[src/rtr_pkg.sv]
// Constants, field layout and types of the regulator, timer and strength register bank
package rtr_pkg;

  localparam int unsigned ADDR_W = 8;
  localparam int unsigned DATA_W = 32;
  localparam int unsigned REG_W  = 8;
  localparam int unsigned CODE_W = 4;

  // Register indices; the byte address is four times the index
  localparam logic [7:0] IDX_CTRL = 8'h2a;
  localparam logic [7:0] IDX_DISP = 8'h2b;
  localparam logic [7:0] IDX_STR  = 8'h2c;
  localparam logic [7:0] IDX_AUX  = 8'h30;

  localparam logic [ADDR_W-1:0] ADDR_CTRL = {IDX_CTRL[5:0], 2'h0};
  localparam logic [ADDR_W-1:0] ADDR_DISP = {IDX_DISP[5:0], 2'h0};
  localparam logic [ADDR_W-1:0] ADDR_STR  = {IDX_STR[5:0], 2'h0};
  localparam logic [ADDR_W-1:0] ADDR_AUX  = {IDX_AUX[5:0], 2'h0};

  // Control register fields
  localparam int unsigned CTRL_MODE_BIT          = 7;
  localparam int unsigned CTRL_CODE_HI           = 6;
  localparam int unsigned CTRL_CODE_LO           = 3;
  localparam int unsigned MEASURED_SUPPLY_SEL_HI = 2;
  localparam int unsigned MEASURED_SUPPLY_SEL_LO = 1;
  localparam logic [REG_W-1:0] CTRL_RESET = 8'h00;
  localparam logic [REG_W-1:0] CTRL_WMASK = 8'hfe;

  // Display register fields
  localparam int unsigned DISP_CODE_HI = 7;
  localparam int unsigned DISP_CODE_LO = 4;
  localparam int unsigned DISP_GPT_BIT = 2;
  localparam int unsigned DISP_NRT_BIT = 1;
  localparam int unsigned DISP_MRT_BIT = 0;

  // Strength register fields
  localparam int unsigned AM_PEAK_STRENGTH_MSB = 7;
  localparam int unsigned PM_PEAK_STRENGTH_MSB = 3;
  localparam logic [CODE_W-1:0] STR_RESET = 4'h0;

  localparam int unsigned AUX_CHAN_BIT = 7;

  // Regulator codes: top code is the highest voltage, lowest legal code is 0101
  localparam logic [CODE_W-1:0] REG_CODE_MAX = 4'hf;
  localparam logic [CODE_W-1:0] REG_CODE_MIN = 4'h5;

  typedef enum logic [1:0] {
    SUP_MAIN    = 2'h0,
    SUP_ANALOG  = 2'h1,
    SUP_DIGITAL = 2'h2,
    SUP_RF      = 2'h3
  } rtr_supply_t;

  function automatic logic [3:0] rtr_supply_onehot(input rtr_supply_t s);
    return 4'h1 << s;
  endfunction

endpackage

[src/rtr_peak_if.sv]
// Carrier between the bank and one peak-hold channel
`timescale 1ns/1ns
interface rtr_peak_if;
  logic       clear;
  logic       valid;
  logic [3:0] code;
  logic [3:0] peak;
  modport src  (output clear, output valid, output code, input peak);
  modport hold (input clear, input valid, input code, output peak);
endinterface

[src/rtr_peak_hold.sv]
// Peak-hold register for one receive channel strength code
`timescale 1ns/1ns
module rtr_peak_hold (
  input  logic     pclk,
  input  logic     presetn,
  rtr_peak_if.hold pk
);
  import rtr_pkg::*;

  logic [CODE_W-1:0] peak_q;

  // A sample in the clearing cycle starts the new peak, so it is not lost
  always_ff @(posedge pclk or negedge presetn) begin
    if (!presetn) begin
      peak_q <= STR_RESET;
    end else if (pk.clear) begin
      peak_q <= pk.valid ? pk.code : STR_RESET;
    end else if (pk.valid && (pk.code > peak_q)) begin
      peak_q <= pk.code;
    end
  end

  assign pk.peak = peak_q;
endmodule // rtr_peak_hold

[src/rtr_reg_sel.sv]
// Chooses the regulator code in effect from adjust result or written code
`timescale 1ns/1ns
module rtr_reg_sel (
  input  logic                       pclk,
  input  logic                       presetn,
  input  logic                       set_default,
  input  logic                       manual_mode,
  input  logic [rtr_pkg::CODE_W-1:0] manual_code,
  input  logic                       adjust_valid,
  input  logic [rtr_pkg::CODE_W-1:0] adjust_code,
  output logic [rtr_pkg::CODE_W-1:0] eff_code,
  output logic                       code_legal
);
  import rtr_pkg::*;

  logic [CODE_W-1:0] adj_q;
  logic [CODE_W-1:0] eff_q;
  logic              legal_q;

  always_ff @(posedge pclk or negedge presetn) begin
    if (!presetn) begin
      adj_q <= REG_CODE_MAX;
    end else if (set_default) begin
      adj_q <= REG_CODE_MAX;
    end else if (adjust_valid) begin
      adj_q <= adjust_code;
    end
  end

  always_ff @(posedge pclk or negedge presetn) begin
    if (!presetn) begin
      eff_q <= REG_CODE_MAX;
    end else if (set_default) begin
      eff_q <= REG_CODE_MAX;
    end else begin
      eff_q <= manual_mode ? manual_code : adj_q;
    end
  end

  // Codes below the lowest step select no defined voltage
  always_ff @(posedge pclk or negedge presetn) begin
    if (!presetn) begin
      legal_q <= 1'b1;
    end else begin
      legal_q <= (set_default || manual_mode) ? (set_default || manual_code >= REG_CODE_MIN)
                                              : (adj_q >= REG_CODE_MIN);
    end
  end

  assign eff_code   = eff_q;
  assign code_legal = legal_q;
endmodule // rtr_reg_sel

[src/rtr_regs.sv]
// APB register bank for regulator control, timer display and peak signal strength
//
// What this block does
// - Mode bit picks adjust result or written code
// - Code 1111 highest, steps down to 0101
// - Two-bit field picks supply to measure
// - Control fields reset to zero, also on default
// - Display upper nibble shows code in effect
// - Reset and default select maximum voltage code
// - Display bit 2 shows general timer running
// - Display bit 1 shows no-response timer running
// - Display bit 0 shows mask-receive timer running
// - Upper nibble holds largest AM strength code
// - Lower nibble holds largest PM strength code
// - Peaks clear at message start and command
// - Strength register zero at reset, and at default unless a sample arrives in that cycle
// - Auxiliary bit 7 shows channel used internally
// - Strength code rises monotonically with level
// - Channel bit reads 0 AM, 1 PM
`timescale 1ns/1ns
module rtr_regs (
  input  logic                       pclk,
  input  logic                       presetn,
  input  logic                       psel,
  input  logic                       penable,
  input  logic                       pwrite,
  input  logic [rtr_pkg::ADDR_W-1:0] paddr,
  input  logic [rtr_pkg::DATA_W-1:0] pwdata,
  input  logic [3:0]                 pstrb,
  output logic                       pready,
  output logic [rtr_pkg::DATA_W-1:0] prdata,
  output logic                       pslverr,
  input  logic                       set_default,
  input  logic                       clear_strength,
  input  logic                       msg_start,
  input  logic                       adjust_valid,
  input  logic [rtr_pkg::CODE_W-1:0] adjust_code,
  input  logic                       strength_valid,
  input  logic [rtr_pkg::CODE_W-1:0] am_code,
  input  logic [rtr_pkg::CODE_W-1:0] pm_code,
  input  logic                       gpt_running,
  input  logic                       nrt_running,
  input  logic                       mrt_running,
  input  logic                       pm_channel_sel,
  output logic [rtr_pkg::CODE_W-1:0] reg_code,
  output logic                       reg_code_legal,
  output rtr_pkg::rtr_supply_t       supply_sel,
  output logic [3:0]                 supply_onehot,
  output logic [rtr_pkg::CODE_W-1:0] am_peak,
  output logic [rtr_pkg::CODE_W-1:0] pm_peak,
  output logic [rtr_pkg::CODE_W-1:0] logic_strength
);
  import rtr_pkg::*;

  logic [REG_W-1:0]  ctrl_q;
  logic [DATA_W-1:0] rd_q;
  logic [DATA_W-1:0] rd_d;
  logic              err_q;
  logic              err_d;
  logic [CODE_W-1:0] strength_q;
  logic              setup_ph;
  logic              access_ph;
  logic              ctrl_wr;
  logic              peak_clear;

  rtr_peak_if am_if ();
  rtr_peak_if pm_if ();

  // Bus phases

  assign setup_ph  = psel && !penable;
  assign access_ph = psel && penable;

  // Zero wait states: every access completes in its first access cycle
  assign pready  = access_ph;
  assign prdata  = rd_q;
  assign pslverr = access_ph && err_q;

  // Only byte lane 0 carries register bits
  assign ctrl_wr = access_ph && pwrite && (paddr == ADDR_CTRL) && pstrb[0];

  // Control register

  // The default command overrides a write landing in the same cycle
  always_ff @(posedge pclk or negedge presetn) begin
    if (!presetn) begin
      ctrl_q <= CTRL_RESET;
    end else if (set_default) begin
      ctrl_q <= CTRL_RESET;
    end else if (ctrl_wr) begin
      ctrl_q <= pwdata[REG_W-1:0] & CTRL_WMASK;
    end
  end

  assign supply_sel    = rtr_supply_t'(ctrl_q[MEASURED_SUPPLY_SEL_HI:MEASURED_SUPPLY_SEL_LO]);
  assign supply_onehot = rtr_supply_onehot(supply_sel);

  // Regulator code in effect

  rtr_reg_sel u_reg_sel (
    .pclk         (pclk),
    .presetn      (presetn),
    .set_default  (set_default),
    .manual_mode  (ctrl_q[CTRL_MODE_BIT]),
    .manual_code  (ctrl_q[CTRL_CODE_HI:CTRL_CODE_LO]),
    .adjust_valid (adjust_valid),
    .adjust_code  (adjust_code),
    .eff_code     (reg_code),
    .code_legal   (reg_code_legal)
  );

  // Peak strength channels

  // Default, clear command and message start all restart both peaks
  assign peak_clear = set_default || clear_strength || msg_start;

  assign am_if.clear = peak_clear;
  assign am_if.valid = strength_valid;
  assign am_if.code  = am_code;
  assign pm_if.clear = peak_clear;
  assign pm_if.valid = strength_valid;
  assign pm_if.code  = pm_code;

  rtr_peak_hold u_am_peak (
    .pclk    (pclk),
    .presetn (presetn),
    .pk      (am_if.hold)
  );

  rtr_peak_hold u_pm_peak (
    .pclk    (pclk),
    .presetn (presetn),
    .pk      (pm_if.hold)
  );

  assign am_peak = am_if.peak;
  assign pm_peak = pm_if.peak;

  // Strength value the rest of the receiver acts on follows the chosen channel
  always_ff @(posedge pclk or negedge presetn) begin
    if (!presetn) begin
      strength_q <= STR_RESET;
    end else begin
      strength_q <= pm_channel_sel ? pm_if.peak : am_if.peak;
    end
  end

  assign logic_strength = strength_q;

  // Read path

  always_comb begin
    rd_d  = '0;
    err_d = 1'b0;
    case (paddr)
      ADDR_CTRL: begin
        rd_d[REG_W-1:0] = ctrl_q & CTRL_WMASK;
      end
      ADDR_DISP: begin
        rd_d[DISP_CODE_HI:DISP_CODE_LO] = reg_code;
        rd_d[DISP_GPT_BIT]              = gpt_running;
        rd_d[DISP_NRT_BIT]              = nrt_running;
        rd_d[DISP_MRT_BIT]              = mrt_running;
      end
      ADDR_STR: begin
        rd_d[AM_PEAK_STRENGTH_MSB -: CODE_W] = am_if.peak;
        rd_d[PM_PEAK_STRENGTH_MSB -: CODE_W] = pm_if.peak;
      end
      ADDR_AUX: begin
        rd_d[AUX_CHAN_BIT] = pm_channel_sel;
      end
      default: begin
        err_d = 1'b1;
      end
    endcase
  end

  // Read data is sampled in the setup cycle and held through the access phase
  always_ff @(posedge pclk or negedge presetn) begin
    if (!presetn) begin
      rd_q <= '0;
    end else if (setup_ph) begin
      rd_q <= pwrite ? '0 : rd_d;
    end
  end

  always_ff @(posedge pclk or negedge presetn) begin
    if (!presetn) begin
      err_q <= 1'b0;
    end else if (setup_ph) begin
      err_q <= err_d;
    end
  end
endmodule // rtr_regs

[config.mk]
export PLATFORM = sky130hd
export DESIGN_NAME = rtr_regs
export DESIGN_NICKNAME = d
export VERILOG_FILES = /design/src/rtr_pkg.sv /design/src/rtr_peak_if.sv /design/src/rtr_peak_hold.sv /design/src/rtr_reg_sel.sv /design/src/rtr_regs.sv
export SDC_FILE = /design/constraint.sdc
export NUM_CORES = 1
export LEC_CHECK = 0
export BUFFER_PORTS_ARGS = -buffer_cell sky130_fd_sc_hd__buf_2
export CAP_MARGIN = 0
export CORE_ASPECT_RATIO = 0.7
export CORE_MARGIN = 2
export CORE_UTILIZATION = 45
export CTS_CLUSTER_SIZE = 10
export DETAILED_ROUTE_END_ITERATION = 12
export PLACE_DENSITY = 0.77
export SLEW_MARGIN = 10
export SYNTH_ARGS = -nofsm -noshare
export SYNTH_HDL_FRONTEND = slang
export SYNTH_HIERARCHICAL = 1
export SYNTH_SLANG_ARGS = --single-unit
[constraint.sdc]
create_clock -name pclk -period 1.8 [get_ports pclk]
set_input_delay 0.36 -clock pclk [delete_from_list [all_inputs] [get_ports pclk]]
set_output_delay 0.36 -clock pclk [all_outputs]
set_load 0.1 [all_outputs]
Word level (Yosys, flattened, before mapping)
Cells that the tools add are included.
{"block": "word_totals", "wordCells": 56, "register_bits": 62, "in_bits": 70}
{"block": "classes", "shift": 1, "mux": 20, "n_lt_le_gt_ge": 4, "eq_ne": 4, "reduce_logical": 18}
{"cell": "$mux 4", "n": 11}
{"cell": "$eq 8x8->1 const B", "n": 4}
{"cell": "$mux 8", "n": 3}
{"cell": "$pmux 3 s3", "n": 2}
{"cell": "$ge 4x3->1 const B", "n": 2}
{"cell": "$gt 4x4->1", "n": 2}
{"cell": "$logic_and 1x1->1", "n": 8}
{"cell": "$reduce_bool 2->1", "n": 4}
{"cell": "$logic_or 1x1->1", "n": 4}
{"cell": "$pmux 1 s4", "n": 1}
{"cell": "$reduce_or 4->1", "n": 1}
{"cell": "$shl 1x2->4 const A", "n": 1}
{"cell": "$mux 1", "n": 2}
{"cell": "$pmux 1 s2", "n": 1}
{"cell": "$logic_not 1->1", "n": 1}

Depth between registers and ports, before layout
Gate-level depths: netlist of run 1.
{"block": "depth", "word_depth": 6, "ltp_mapped": 6, "mapped_depth_nobuf": 6}

Cells and area by module
The synthesis of run 1 kept the hierarchy.
{"module": "rtr_regs", "seq_area_each_um2": 500.5, "instances": 1, "cells_each": 135, "area_per_inst_um2": 1392.6}
{"module": "rtr_peak_hold", "seq_area_each_um2": 100.1, "instances": 2, "cells_each": 28, "area_per_inst_um2": 284.0}
{"module": "rtr_reg_sel", "seq_area_each_um2": 236.5, "instances": 1, "cells_each": 32, "area_per_inst_um2": 399.1}

Worst setup path before layout of run 1
Ideal clock, no wire load.
{"block": "synth_timing", "path_kind": "register -> output", "startpoint": "register ctrl_q[1]", "endpoint": "output supply_onehot[1]", "t_arrival_ps": 1768, "required_ps": 1440, "stages_incl_launch_ff": 2, "slack_ps": -328, "path_buffers": 0, "cell_sequence": "dfrtp_1 nor2b_1"}
{"block": "synth_via", "elab_chain_cells": 1}
{"item": "from (decl)", "line_no": "rtr_regs.sv:55", "source": "logic [REG_W-1:0] ctrl_q;"}
{"item": "from (signal assigned)", "line_no": "rtr_regs.sv:91", "source": "ctrl_q <= pwdata[REG_W-1:0] & CTRL_WMASK;"}
{"item": "$shl 1x2->4", "line_no": "rtr_pkg.sv:55", "source": "return 4'h1 << s;"}
{"item": "to (decl)", "line_no": "rtr_regs.sv:48", "source": "output logic [3:0] supply_onehot,"}
Every way passes these cells.

Final worst setup path of run 1
Same ends and word-level chain as after synthesis.

==> key figures, run 1 <==
Die
  • Die W: 90.6 µm
  • Placeable core area: 5150 µm²
  • Boundary pin count: 127
  • Die area: 5850 µm²
  • Initial core utilization: 0.458
  • Chip height: 64.6 µm
  • Row count: 22

Timing
  • Crit path time final: 1.67 ns
  • Sum Neg Setup Slack: 0 ns
  • Clock skew: 0.0101 ns
  • RSZ-0062 raised after global routing: no
  • Final Hold Viols: 0
  • Max Fclk: 599 MHz
  • Min Hold Slack: 0.105 ns
  • PnR worst setup slack: 0.131 ns
  • Final Max Tran Viols: 0
  • Final worst-path cycle share: 0.927
  • Final setup vio count: 0

Route
  • Initial DRT Pass Iterations: 4
  • Post-route antenna net violation count: 0
  • Metal3 WL: 431 µm
  • Uppermost layer routed: met4
  • DR vias/cell: 4.92
  • DR WL/cell: 13.6 µm
  • Total Wirelength: 5080 µm
  • DRC Markers: 0
  • DR WL met2: 2130 µm
  • DRT met1 WL: 2490 µm
  • Iteration-0 DRC Markers: 73
  • Via count: 1835

Synthesis
  • Main combinational cell family by area after synthesis: simple AND/OR/NAND/NOR gates
  • Syn Inst Count: 223
  • Synth top cells by count: 28 x dfrtp_1, 27 x buf_4, 21 x mux2i_1
  • Post-synth ARST share: 1.00
  • Yosys reg bits: 37
  • Syn avg cell area: 10.6 µm²
  • Synth top area share: 0.297
  • Seq/Total Area, Yosys: 0.397
  • Post-Synth Simple-Gate Area: 0.203
  • Unique masters post-synth: 42
  • Post-synth top flop: dfrtp_1
  • Synth area leader: dfrtp_1
  • Multiplexer share of the synthesized area: 0.108
  • Post-Synth Adder-Cell Area: 0.0424
  • Synth warn: 6
  • Largest cells by area after synthesis: dfrtp_1 30%, dfstp_2 10%, mux2i_1 8.9%
  • Post-Synthesis Cell Area: 2360 µm²
  • Synth Area in XOR/XNOR: 0
  • Most numerous cell in the Yosys netlist: dfrtp_1
  • Post-synth EDFFs: 0
  • Synth Area in Compound Gates: 0.126

Clocking
  • Clock slew at reported path FFs: 0.08 ns
  • Post_cts resized: 0
  • CTS H-tree lvls: 2
  • Post-CTS Setup Repair Bufs: 0
  • CTS Root Cell: clkbuf_8
  • Clock Latency Late Sink: 0.29 ns
  • CTS tree: yes
  • Total clock sinks: 37
  • Hold buffers post-CTS: 0
  • TritonCTS buffer count: 5
  • Longest Clk Path Bufs: 2

Run status
  • Status: complete, no violations

Global route
  • Vias in the first global route: 1724
  • First-pass GRT wire length: 8290 µm
  • Remaining global-route overflow: 0
  • Initial antenna violation count: 0
  • GRT Total Usage: 0.179
  • Largest net degree at the start of global routing: 38

Cells and area
  • Finished Layout Cells: 373
  • Share of layout cells above drive strength 1: 0.415
  • Final nets: 378
  • Area growth syn-to-layout: 21.0%
  • N_diodes: 0
  • Final Core Density: 0.555
  • Final Cell Area: 2860 µm²
  • # fillers: 490

Critical path
  • CP arrival: 1.31 ns
  • Crit-path max FO: 7
  • Startpoint Class: flip-flop
  • Setup Crit Path Kind: flip-flop to output port
  • Crit path cell chain: nor2b_1 > buf_2
  • Kind of end point of the critical path: output port
  • Slowest stage delay, CP: 0.44 ns
  • Slowest cell on the critical path: dfrtp_1
  • Critical Path RT: 1.44 ns

Placed design
  • Setup slack at placement: 0.0802 ns
  • Cell Area, Placed: 2720 µm²
  • Post-detail-place hpwl: 3930 µm
  • I/O Buffers: 74
  • Placer Congestion: 0.838
  • Post-Place Cells: 365

Power
  • Pleak: 1.46 nW
  • Power Density: 890 nW/µm²
  • Worst ir drop on vdd: 0.525 mV
  • Pwr Total: 2.54 mW

Min path
  • HP Class: primary input to async pin

Job
  • MaxCap Viol Count: 0
worst max-delay path: cells and delay by family (launching register included):
kind	cells	cell delay, ns
buffers and inverters	1	0.43
flip-flops	1	0.44
AND/OR/NAND/NOR	1	0.14
power by group:
group | total, mW | leakage [nW] | switching, mW | internal [mW]
clock | 0.849 | 0.0681 | 0.299 | 0.551
sequential | 0.915 | 0.458 | 0.0318 | 0.883
combinational | 0.779 | 0.930 | 0.630 | 0.150
total | 2.54 | 1.46 | 0.960 | 1.58
layer usage:
layer	vias to the layer above	GRT usage
li1	887	-
met1	876	0.247
met2	66	0.272
met3	6	0.0663
met4	0	0.0365
met5	-	0
sequential cells by signal, indices dropped and copies added (netlist names):
register,cells
u_am_peak/pk.peak,4
prdata,8
logic_strength,4
u_reg_sel/adj_q,4
ctrl_q,7
err_q,1
u_pm_peak/pk.peak,4
u_reg_sel/code_legal,1
u_reg_sel/eff_code,4
cell type report:
type | count | area (µm²) | share of cell area
clock inverter | 3 | 65.1 | 0.0228
tap | 72 | 90.1 | 0.0315
clock buffer | 5 | 68.8 | 0.0241
sequential | 37 | 947 | 0.332
timing repair buffer | 81 | 423 | 0.148
multi-input combinational | 164 | 1220 | 0.428
inverter | 11 | 41.3 | 0.0145
worst paths after layout:
kind                                 startpoint                    to  slack [ns]  cells past startpoint
setup / recovery                      ctrl_q[1]      supply_onehot[1]        0.13                      2
hold / removal                          presetn                 err_q        0.10                      2
setup reg to reg           u_pm_peak/pk.peak[1]  u_pm_peak/pk.peak[1]        0.21                      6
hold reg to reg                       prdata[2]             prdata[2]        0.49                      2
max in group asynchronous               presetn  u_am_peak/pk.peak[0]        1.33                      2
min in group pclk                adjust_code[0]    u_reg_sel/adj_q[0]        0.28                      2
cell families after synthesis:
family	Yosys count
and+or+nand+nor	76
buffers and inverters	45
DFF	37
AOI/OAI and AO/OA	31
muxes	25
adders and majority gates	8
other	1
cells in the final DEF, fill, tap and decap left out, types with 4 or more instances in the layout:
cell type  netlist  final
mux2_2           4      4
dfstp_2          9      9
o211ai_2         8      8
nand2_1         18     18
mux2i_1         21     21
dfrtp_2          0      8
a211o_1          8      8
buf_2            2     74
buf_4           27      7
nand2b_1        18     18
inv_1           11     11
dfrtp_1         28     20
ha_1             8      8
clkbuf_8         0      5
nand4_1          9      9
conb_1           1     24
nor2b_1         12     12
Power figures use the tool's default switching activity.
==> run 2, diff against run 1 <==
==> constraint.sdc (replaced) <==
create_clock -name pclk -period 1.8 [get_ports pclk]
set_input_delay 0.36 -clock pclk [delete_from_list [all_inputs] [get_ports pclk]]
set_output_delay 0.36 -clock pclk [all_outputs]
set_load 0.01 [all_outputs]
==> key figures, run 2 (synthesized netlist as in run 1, its figures left out) <==
Run status
  • Status: complete, no violations (unchanged)

Min path
  • HP Class: primary input to async pin (unchanged)

Timing
  • Max Fclk: 644 MHz (was 599 MHz)
  • Crit path time final: 1.55 ns (was 1.67 ns)
  • Clock skew: 0.0112 ns (was 0.0101 ns)
  • Final worst-path cycle share: 0.863 (was 0.927)
  • Final Max Tran Viols: 0 (unchanged)
  • Sum Neg Setup Slack: 0 ns (unchanged)
  • Final Hold Viols: 0 (unchanged)
  • Final setup vio count: 0 (unchanged)
  • RSZ-0062 raised after global routing: no (unchanged)

Die
  • Die area: 5850 µm² (unchanged)
  • Chip height: 64.6 µm (unchanged)
  • Row count: 22 (unchanged)
  • Placeable core area: 5150 µm² (unchanged)
  • Initial core utilization: 0.458 (unchanged)
  • Boundary pin count: 127 (unchanged)
  • Die W: 90.6 µm (unchanged)

Clocking
  • CTS Root Cell: clkbuf_8 (unchanged)
  • Total clock sinks: 37 (unchanged)
  • CTS H-tree lvls: 2 (unchanged)
  • Clock Latency Late Sink: 0.29 ns (about the same)
  • Post_cts resized: 0 (unchanged)
  • CTS tree: yes (unchanged)
  • TritonCTS buffer count: 5 (unchanged)
  • Hold buffers post-CTS: 0 (unchanged)
  • Clock slew at reported path FFs: 0.08 ns (about the same)
  • Post-CTS Setup Repair Bufs: 0 (unchanged)
  • Longest Clk Path Bufs: 2 (unchanged)

Critical path
  • Worst setup path endpoint: u_pm_peak/pk.peak[0] (was supply_onehot[1])
  • Worst r2r dst: u_pm_peak/pk.peak[0] (was u_pm_peak/pk.peak[1])
  • CP arrival: 1.76 ns (was 1.31 ns)
  • Crit-path max FO: 4 (was 7)
  • Flop2flop setup slack: 0.25 ns (was 0.21 ns)
  • Kind of end point of the critical path: flip-flop (was output port)
  • Reg2reg path depth: 6 (unchanged)
  • Setup Crit Path Kind: flip-flop to flip-flop (was flip-flop to output port)
  • Critical Path RT: 2.00 ns (was 1.44 ns)
  • Startpoint Class: flip-flop (unchanged)
  • Critical Path Source: u_pm_peak/pk.peak[1] (was ctrl_q[1])
  • Critical R2R Launch: u_pm_peak/pk.peak[1] (unchanged)

Cells and area
  • # fillers: 491 (was 490)
  • Final nets: 378 (unchanged)
  • Multi-input logic area: 1220 µm² (unchanged)
  • Final Cell Area: 2800 µm² (was 2860 µm²)
  • Share of layout cells above drive strength 1: 0.382 (was 0.415)
  • Commonest non-fill, non-tap cell in the layout: buf_2 (unchanged)
  • Most frequent cells in the layout: 74 x buf_2, 28 x dfrtp_1, 24 x conb_1, 21 x mux2i_1 (was 74 x buf_2, 24 x conb_1, 21 x mux2i_1, 20 x dfrtp_1)
  • Register Area: 937 µm² (was 947 µm²)
  • Area growth syn-to-layout: 18.8% (was 21.0%)
  • N_diodes: 0 (unchanged)
  • Max FFs per register: 8 (unchanged)
  • Final Core Density: 0.544 (was 0.555)

Global route
  • Largest net degree at the start of global routing: 38 (unchanged)
  • GRT Total Usage: 0.183 (was 0.179)
  • Remaining global-route overflow: 0 (unchanged)
  • Vias in the first global route: 1865 (was 1724)
  • Initial antenna violation count: 0 (unchanged)
  • First-pass GRT wire length: 8540 µm (was 8290 µm)

Placed design
  • I/O Buffers: 74 (unchanged)
  • Post-detail-place hpwl: 3870 µm (was 3930 µm)
  • Cell Area, Placed: 2710 µm² (was 2720 µm²)
  • Placer Congestion: 0.847 (was 0.838)

Route
  • DRC Markers: 0 (unchanged)
  • Via count: 1816 (was 1835)
  • DR WL/cell: 13.5 µm (was 13.6 µm)
  • Total Wirelength: 5040 µm (was 5080 µm)
  • Initial DRT Pass Iterations: 4 (unchanged)
  • Iteration-0 DRC Markers: 106 (was 73)
  • DR vias/cell: 4.87 (was 4.92)
  • Post-route antenna net violation count: 0 (unchanged)

Power
  • Pleak: 1.44 nW (was 1.46 nW)
  • Power Density: 657 nW/µm² (was 890 nW/µm²)
  • Pwr Total: 1.84 mW (was 2.54 mW)
  • Worst ir drop on vdd: 0.257 mV (was 0.525 mV)

Job
  • MaxCap Viol Count: 0 (unchanged)
==> run 2: cell types whose count changed in the layout (fill, tap and decap cells not counted) <==
cell / previous run / this run
dfrtp_1: 20 / 28
dfrtp_2: 8 / 0
clkbuf_1: 0 / 2
clkinv_2: 1 / 0
clkbuf_8: 5 / 6
bufinv_16: 2 / 0
==> run 2: worst max-delay path, cell delays in order, from the launching register on <==
cell and delay, ns:
dfrtp_1 0.40, inv_1 0.08, ha_1 0.29, nor2b_1 0.12, o211ai_1 0.13, a21oi_4 0.24, mux2i_1 0.22
==> run 2: worst min-delay path by stage <==
stage,startpoint,endpoint
2_1_floorplan,presetn,ctrl_q[1]
4_1_cts,presetn,logic_strength[3]
3_3_place_gp,presetn,logic_strength[3]
6_report,presetn,logic_strength[3]
5_1_grt,presetn,logic_strength[3]
3_5_place_dp,presetn,logic_strength[3]
==> run 2: cell type report <==
class                      instances  share of cell area
inverter                          11              0.0147
clock buffer                       8              0.0321
timing repair buffer              81               0.151
sequential                        37               0.334
multi-input combinational        164               0.436
tap                               72              0.0321
==> run 2: per-layer routing <==
| layer | vias to the layer above | global-route usage | share of wire |
|---|---|---|---|
| li1 | 890 | - | - |
| met1 | 860 | 0.246 | 0.48 |
| met2 | 61 | 0.287 | 0.43 |
| met3 | 5 | 0.0640 | 0.082 |
| met4 | 0 | 0.0404 | 0.0068 |
| met5 | - | 0 | 0 |
==> run 2: through the flow <==
| stage | std cells | worst slack [ns] | hold slack, ns |
|---|---|---|---|
| 2_1_floorplan | 246 | 0.194 | 0.0644 |
| 3_3_place_gp | 365 | 0.110 | 0.434 |
| 3_5_place_dp | 365 | 0.0937 | 0.436 |
| 4_1_cts | 373 | 0.242 | 0.121 |
| 5_1_grt | 373 | 0.0779 | 0.153 |
| 6_report | 373 | 0.247 | 0.109 |
==> run 2: report_power, final <==
part | switching [mW] | total [mW] | internal (mW)
registers | 0.0317 | 0.911 | 0.880
logic | 0.193 | 0.343 | 0.149
clock network | 0.276 | 0.588 | 0.312
total | 0.501 | 1.84 | 1.34
==> run 3, diff against run 2 <==
--- a/config.mk
+++ b/config.mk
@@ -8,13 +8,11 @@
 export BUFFER_PORTS_ARGS = -buffer_cell sky130_fd_sc_hd__buf_2
 export CAP_MARGIN = 0
 export CORE_ASPECT_RATIO = 0.7
-export CORE_MARGIN = 2
-export CORE_UTILIZATION = 45
+export CORE_UTILIZATION = 44
 export CTS_CLUSTER_SIZE = 10
 export DETAILED_ROUTE_END_ITERATION = 12
-export PLACE_DENSITY = 0.77
+export PLACE_DENSITY = 0.78
 export SLEW_MARGIN = 10
 export SYNTH_ARGS = -nofsm -noshare
 export SYNTH_HDL_FRONTEND = slang
-export SYNTH_HIERARCHICAL = 1
 export SYNTH_SLANG_ARGS = --single-unit
==> key figures, run 3 <==
Timing
  • Final Max Tran Viols: 0 (unchanged)
  • Clock skew: 0.00614 ns (was 0.0112 ns)
  • Final setup vio count: 0 (unchanged)
  • Max Fclk: 593 MHz (was 644 MHz)
  • Final worst-path cycle share: 0.936 (was 0.863)
  • Final Hold Viols: 0 (unchanged)
  • Crit path time final: 1.69 ns (was 1.55 ns)

Global route
  • Initial antenna violation count: 0 (unchanged)
  • First-pass GRT wire length: 7710 µm (was 8540 µm)
  • Vias in the first global route: 1601 (was 1865)
  • Remaining global-route overflow: 0 (unchanged)
  • GRT Total Usage: 0.200 (was 0.183)
  • Largest net degree at the start of global routing: 20 (was 38)

Route
  • Iteration-0 DRC Markers: 97 (was 106)
  • DRC Markers: 0 (unchanged)
  • Initial DRT Pass Iterations: 4 (unchanged)
  • DR vias/cell: 5.22 (was 4.87)
  • Total Wirelength: 4930 µm (was 5040 µm)
  • Post-route antenna net violation count: 0 (unchanged)
  • DR WL/cell: 14.5 µm (was 13.5 µm)
  • Via count: 1774 (was 1816)

Critical path
  • Startpoint Class: flip-flop (unchanged)
  • Slowest stage delay, CP: 0.40 ns (about the same)
  • Crit path buf inv count: 1 (unchanged)
  • Crit path cell chain: inv_1 > ha_1 > o21ai_0 > nand2b_1 > and4_1 > o32ai_1 (was inv_1 > ha_1 > nor2b_1 > o211ai_1 > a21oi_4 > mux2i_1)
  • Setup Crit Path Kind: flip-flop to flip-flop (unchanged)
  • Kind of end point of the critical path: flip-flop (unchanged)
  • CP Depth: 6 (unchanged)
  • Flop2flop setup slack: 0.11 ns (was 0.25 ns)
  • Reg2reg path depth: 6 (unchanged)
  • Critical Path RT: 1.97 ns (was 2.00 ns)
  • Crit-path max FO: 4 (unchanged)
  • Crit-path leading delay family: compound AO/OA/AOI/OAI gates (was flip-flops)
  • Critical R2R Launch: u_am_peak.pk.peak[2] (was u_pm_peak/pk.peak[1])
  • Slowest cell on the critical path: dfrtp_1 (unchanged)
  • Critical Path Source: u_am_peak.pk.peak[2] (was u_pm_peak/pk.peak[1])
  • CP arrival: 1.86 ns (was 1.76 ns)

Synthesis
  • Synth top cells by count: 28 x dfrtp_1, 26 x buf_4, 17 x nand2_1 (was 28 x dfrtp_1, 27 x buf_4, 21 x mux2i_1)
  • Post-synth top flop: dfrtp_1 (unchanged)
  • Synth top area share: 0.327 (was 0.297)
  • Yosys reg bits: 37 (unchanged)
  • Post-synth ARST share: 1.00 (unchanged)
  • Syn avg cell area: 10.2 µm² (was 10.6 µm²)
  • Synth area leader: dfrtp_1 (unchanged)
  • Post-Synthesis Cell Area: 2140 µm² (was 2360 µm²)
  • Synth warn: 0 (was 6)
  • Largest cells by area after synthesis: dfrtp_1 33%, dfstp_2 11%, buf_4 9.1% (was dfrtp_1 30%, dfstp_2 10%, mux2i_1 8.9%)
  • Unique masters post-synth: 43 (was 42)
  • Post-synth EDFFs: 0 (unchanged)
  • Most numerous cell in the Yosys netlist: dfrtp_1 (unchanged)
  • Seq/Total Area, Yosys: 0.438 (was 0.397)
  • Syn Inst Count: 210 (was 223)

Clocking
  • CTS H-tree lvls: 2 (unchanged)
  • Clock slew at reported path FFs: 0.07 ns (was 0.08 ns)
  • CTS tree: yes (unchanged)
  • CTS Root Cell: clkbuf_8 (unchanged)
  • TritonCTS buffer count: 5 (unchanged)
  • Clock Latency Late Sink: 0.28 ns (was 0.29 ns)
  • Hold buffers post-CTS: 0 (unchanged)
  • Total clock sinks: 37 (unchanged)
  • Longest Clk Path Bufs: 2 (unchanged)

Min path
  • HP Class: primary input to async pin (unchanged)

Die
  • Chip height: 60.3 µm (was 64.6 µm)
  • Row count: 20 (was 22)
  • Die area: 5150 µm² (was 5850 µm²)
  • Die W: 85.3 µm (was 90.6 µm)
  • Initial core utilization: 0.475 (was 0.458)
  • Boundary pin count: 127 (unchanged)
  • Placeable core area: 4500 µm² (was 5150 µm²)

Power
  • Pleak: 1.32 nW (was 1.44 nW)
  • Worst ir drop on vdd: 0.381 mV (was 0.257 mV)
  • Power Density: 697 nW/µm² (was 657 nW/µm²)

Job
  • MaxCap Viol Count: 0 (unchanged)

Cells and area
  • Finished Layout Cells: 340 (was 373)
  • Max FFs per register: 8 (unchanged)
  • Share of layout cells above drive strength 1: 0.358 (was 0.382)
  • Most frequent cells in the layout: 74 x buf_2, 28 x dfrtp_1, 24 x conb_1, 17 x nand2_1, 11 x inv_1 (was 74 x buf_2, 28 x dfrtp_1, 24 x conb_1, 21 x mux2i_1)
  • Commonest non-fill, non-tap cell in the layout: buf_2 (unchanged)
  • Final nets: 362 (was 378)
  • Area growth syn-to-layout: 20.0% (was 18.8%)
  • Final Cell Area: 2570 µm² (was 2800 µm²)
  • # fillers: 427 (was 491)
  • N_diodes: 0 (unchanged)

Placed design
  • I/O Buffers: 74 (unchanged)
  • Post-Place Cells: 331 (was 365)
  • Post-detail-place hpwl: 3960 µm (was 3870 µm)
  • Cell Area, Placed: 2460 µm² (was 2710 µm²)
  • Placer Congestion: 0.881 (was 0.847)

Run status
  • Status: complete, no violations (unchanged)
run 3: final timing paths:
kind                                         end
hold / removal                 logic_strength[2]
max in group asynchronous  u_reg_sel.eff_code[0]
setup / recovery            u_am_peak.pk.peak[2]
min in group pclk             u_reg_sel.adj_q[0]
hold reg to reg                            err_q
setup reg to reg            u_am_peak.pk.peak[2]
run 3: repair_timing:
action	in CTS	in global routing
resized for setup	0	1
setup endpoints to repair	0	2
buffers inserted	0	1
endpoints found under the hold margin	0	0
run 3: per-layer routing:
metal,GRT usage,vias up,part of all wire
met5,0,-,0
met4,0.0429,0,0.0028
met2,0.313,62,0.44
li1,-,853,-
met3,0.0490,2,0.060
met1,0.289,857,0.50
run 3: through the flow:
stage / hold WS (ns) / power (mW) / setup slack (ns) / util / setup TNS, ns
final: 0.0161 / 1.79 / 0.114 / 0.570 / 0
after global routing: 0.0355 / 1.89 / -0.000895 / 0.570 / -0.000895
after CTS: 0.0277 / 1.80 / 0.137 / 0.567 / 0
after detailed placement: 0.333 / 1.22 / 0.138 / 0.547 / 0
after global placement: 0.330 / 1.21 / 0.189 / 0.547 / 0
after floorplan: 0.0644 / 1.11 / 0.264 / - / 0
run 3: logic make-up after synthesis:
logic type	after synthesis	synth area share
simple gates	57	0.162
compound gates	54	0.184
buf+inv	46	0.134
flops	37	0.438
fa+ha+maj	8	0.0468
mux	7	0.0333
other cells	1	0.00175
run 3: layout make-up:
type,instances,area [µm²],area share
Multi-Input combinational cell,150,1010,0.393
Sequential cell,37,937,0.365
Timing Repair Buffer,79,420,0.164
Clock buffer,8,90.1,0.0351
Tap cell,55,68.8,0.0268
Inverter,11,41.3,0.0161
run 3: report_power, final:
part           total (mW)  switching, mW  internal [mW]
sequential          0.898         0.0237          0.874
clock               0.579          0.267          0.312
combinational       0.312          0.184          0.128
run 3: worst register-to-register path: stages (launching register included):
cell	delay (ns)
dfrtp_1	0.40
inv_1	0.13
ha_1	0.26
o21ai_0	0.19
nand2b_1	0.11
and4_1	0.26
o32ai_1	0.24
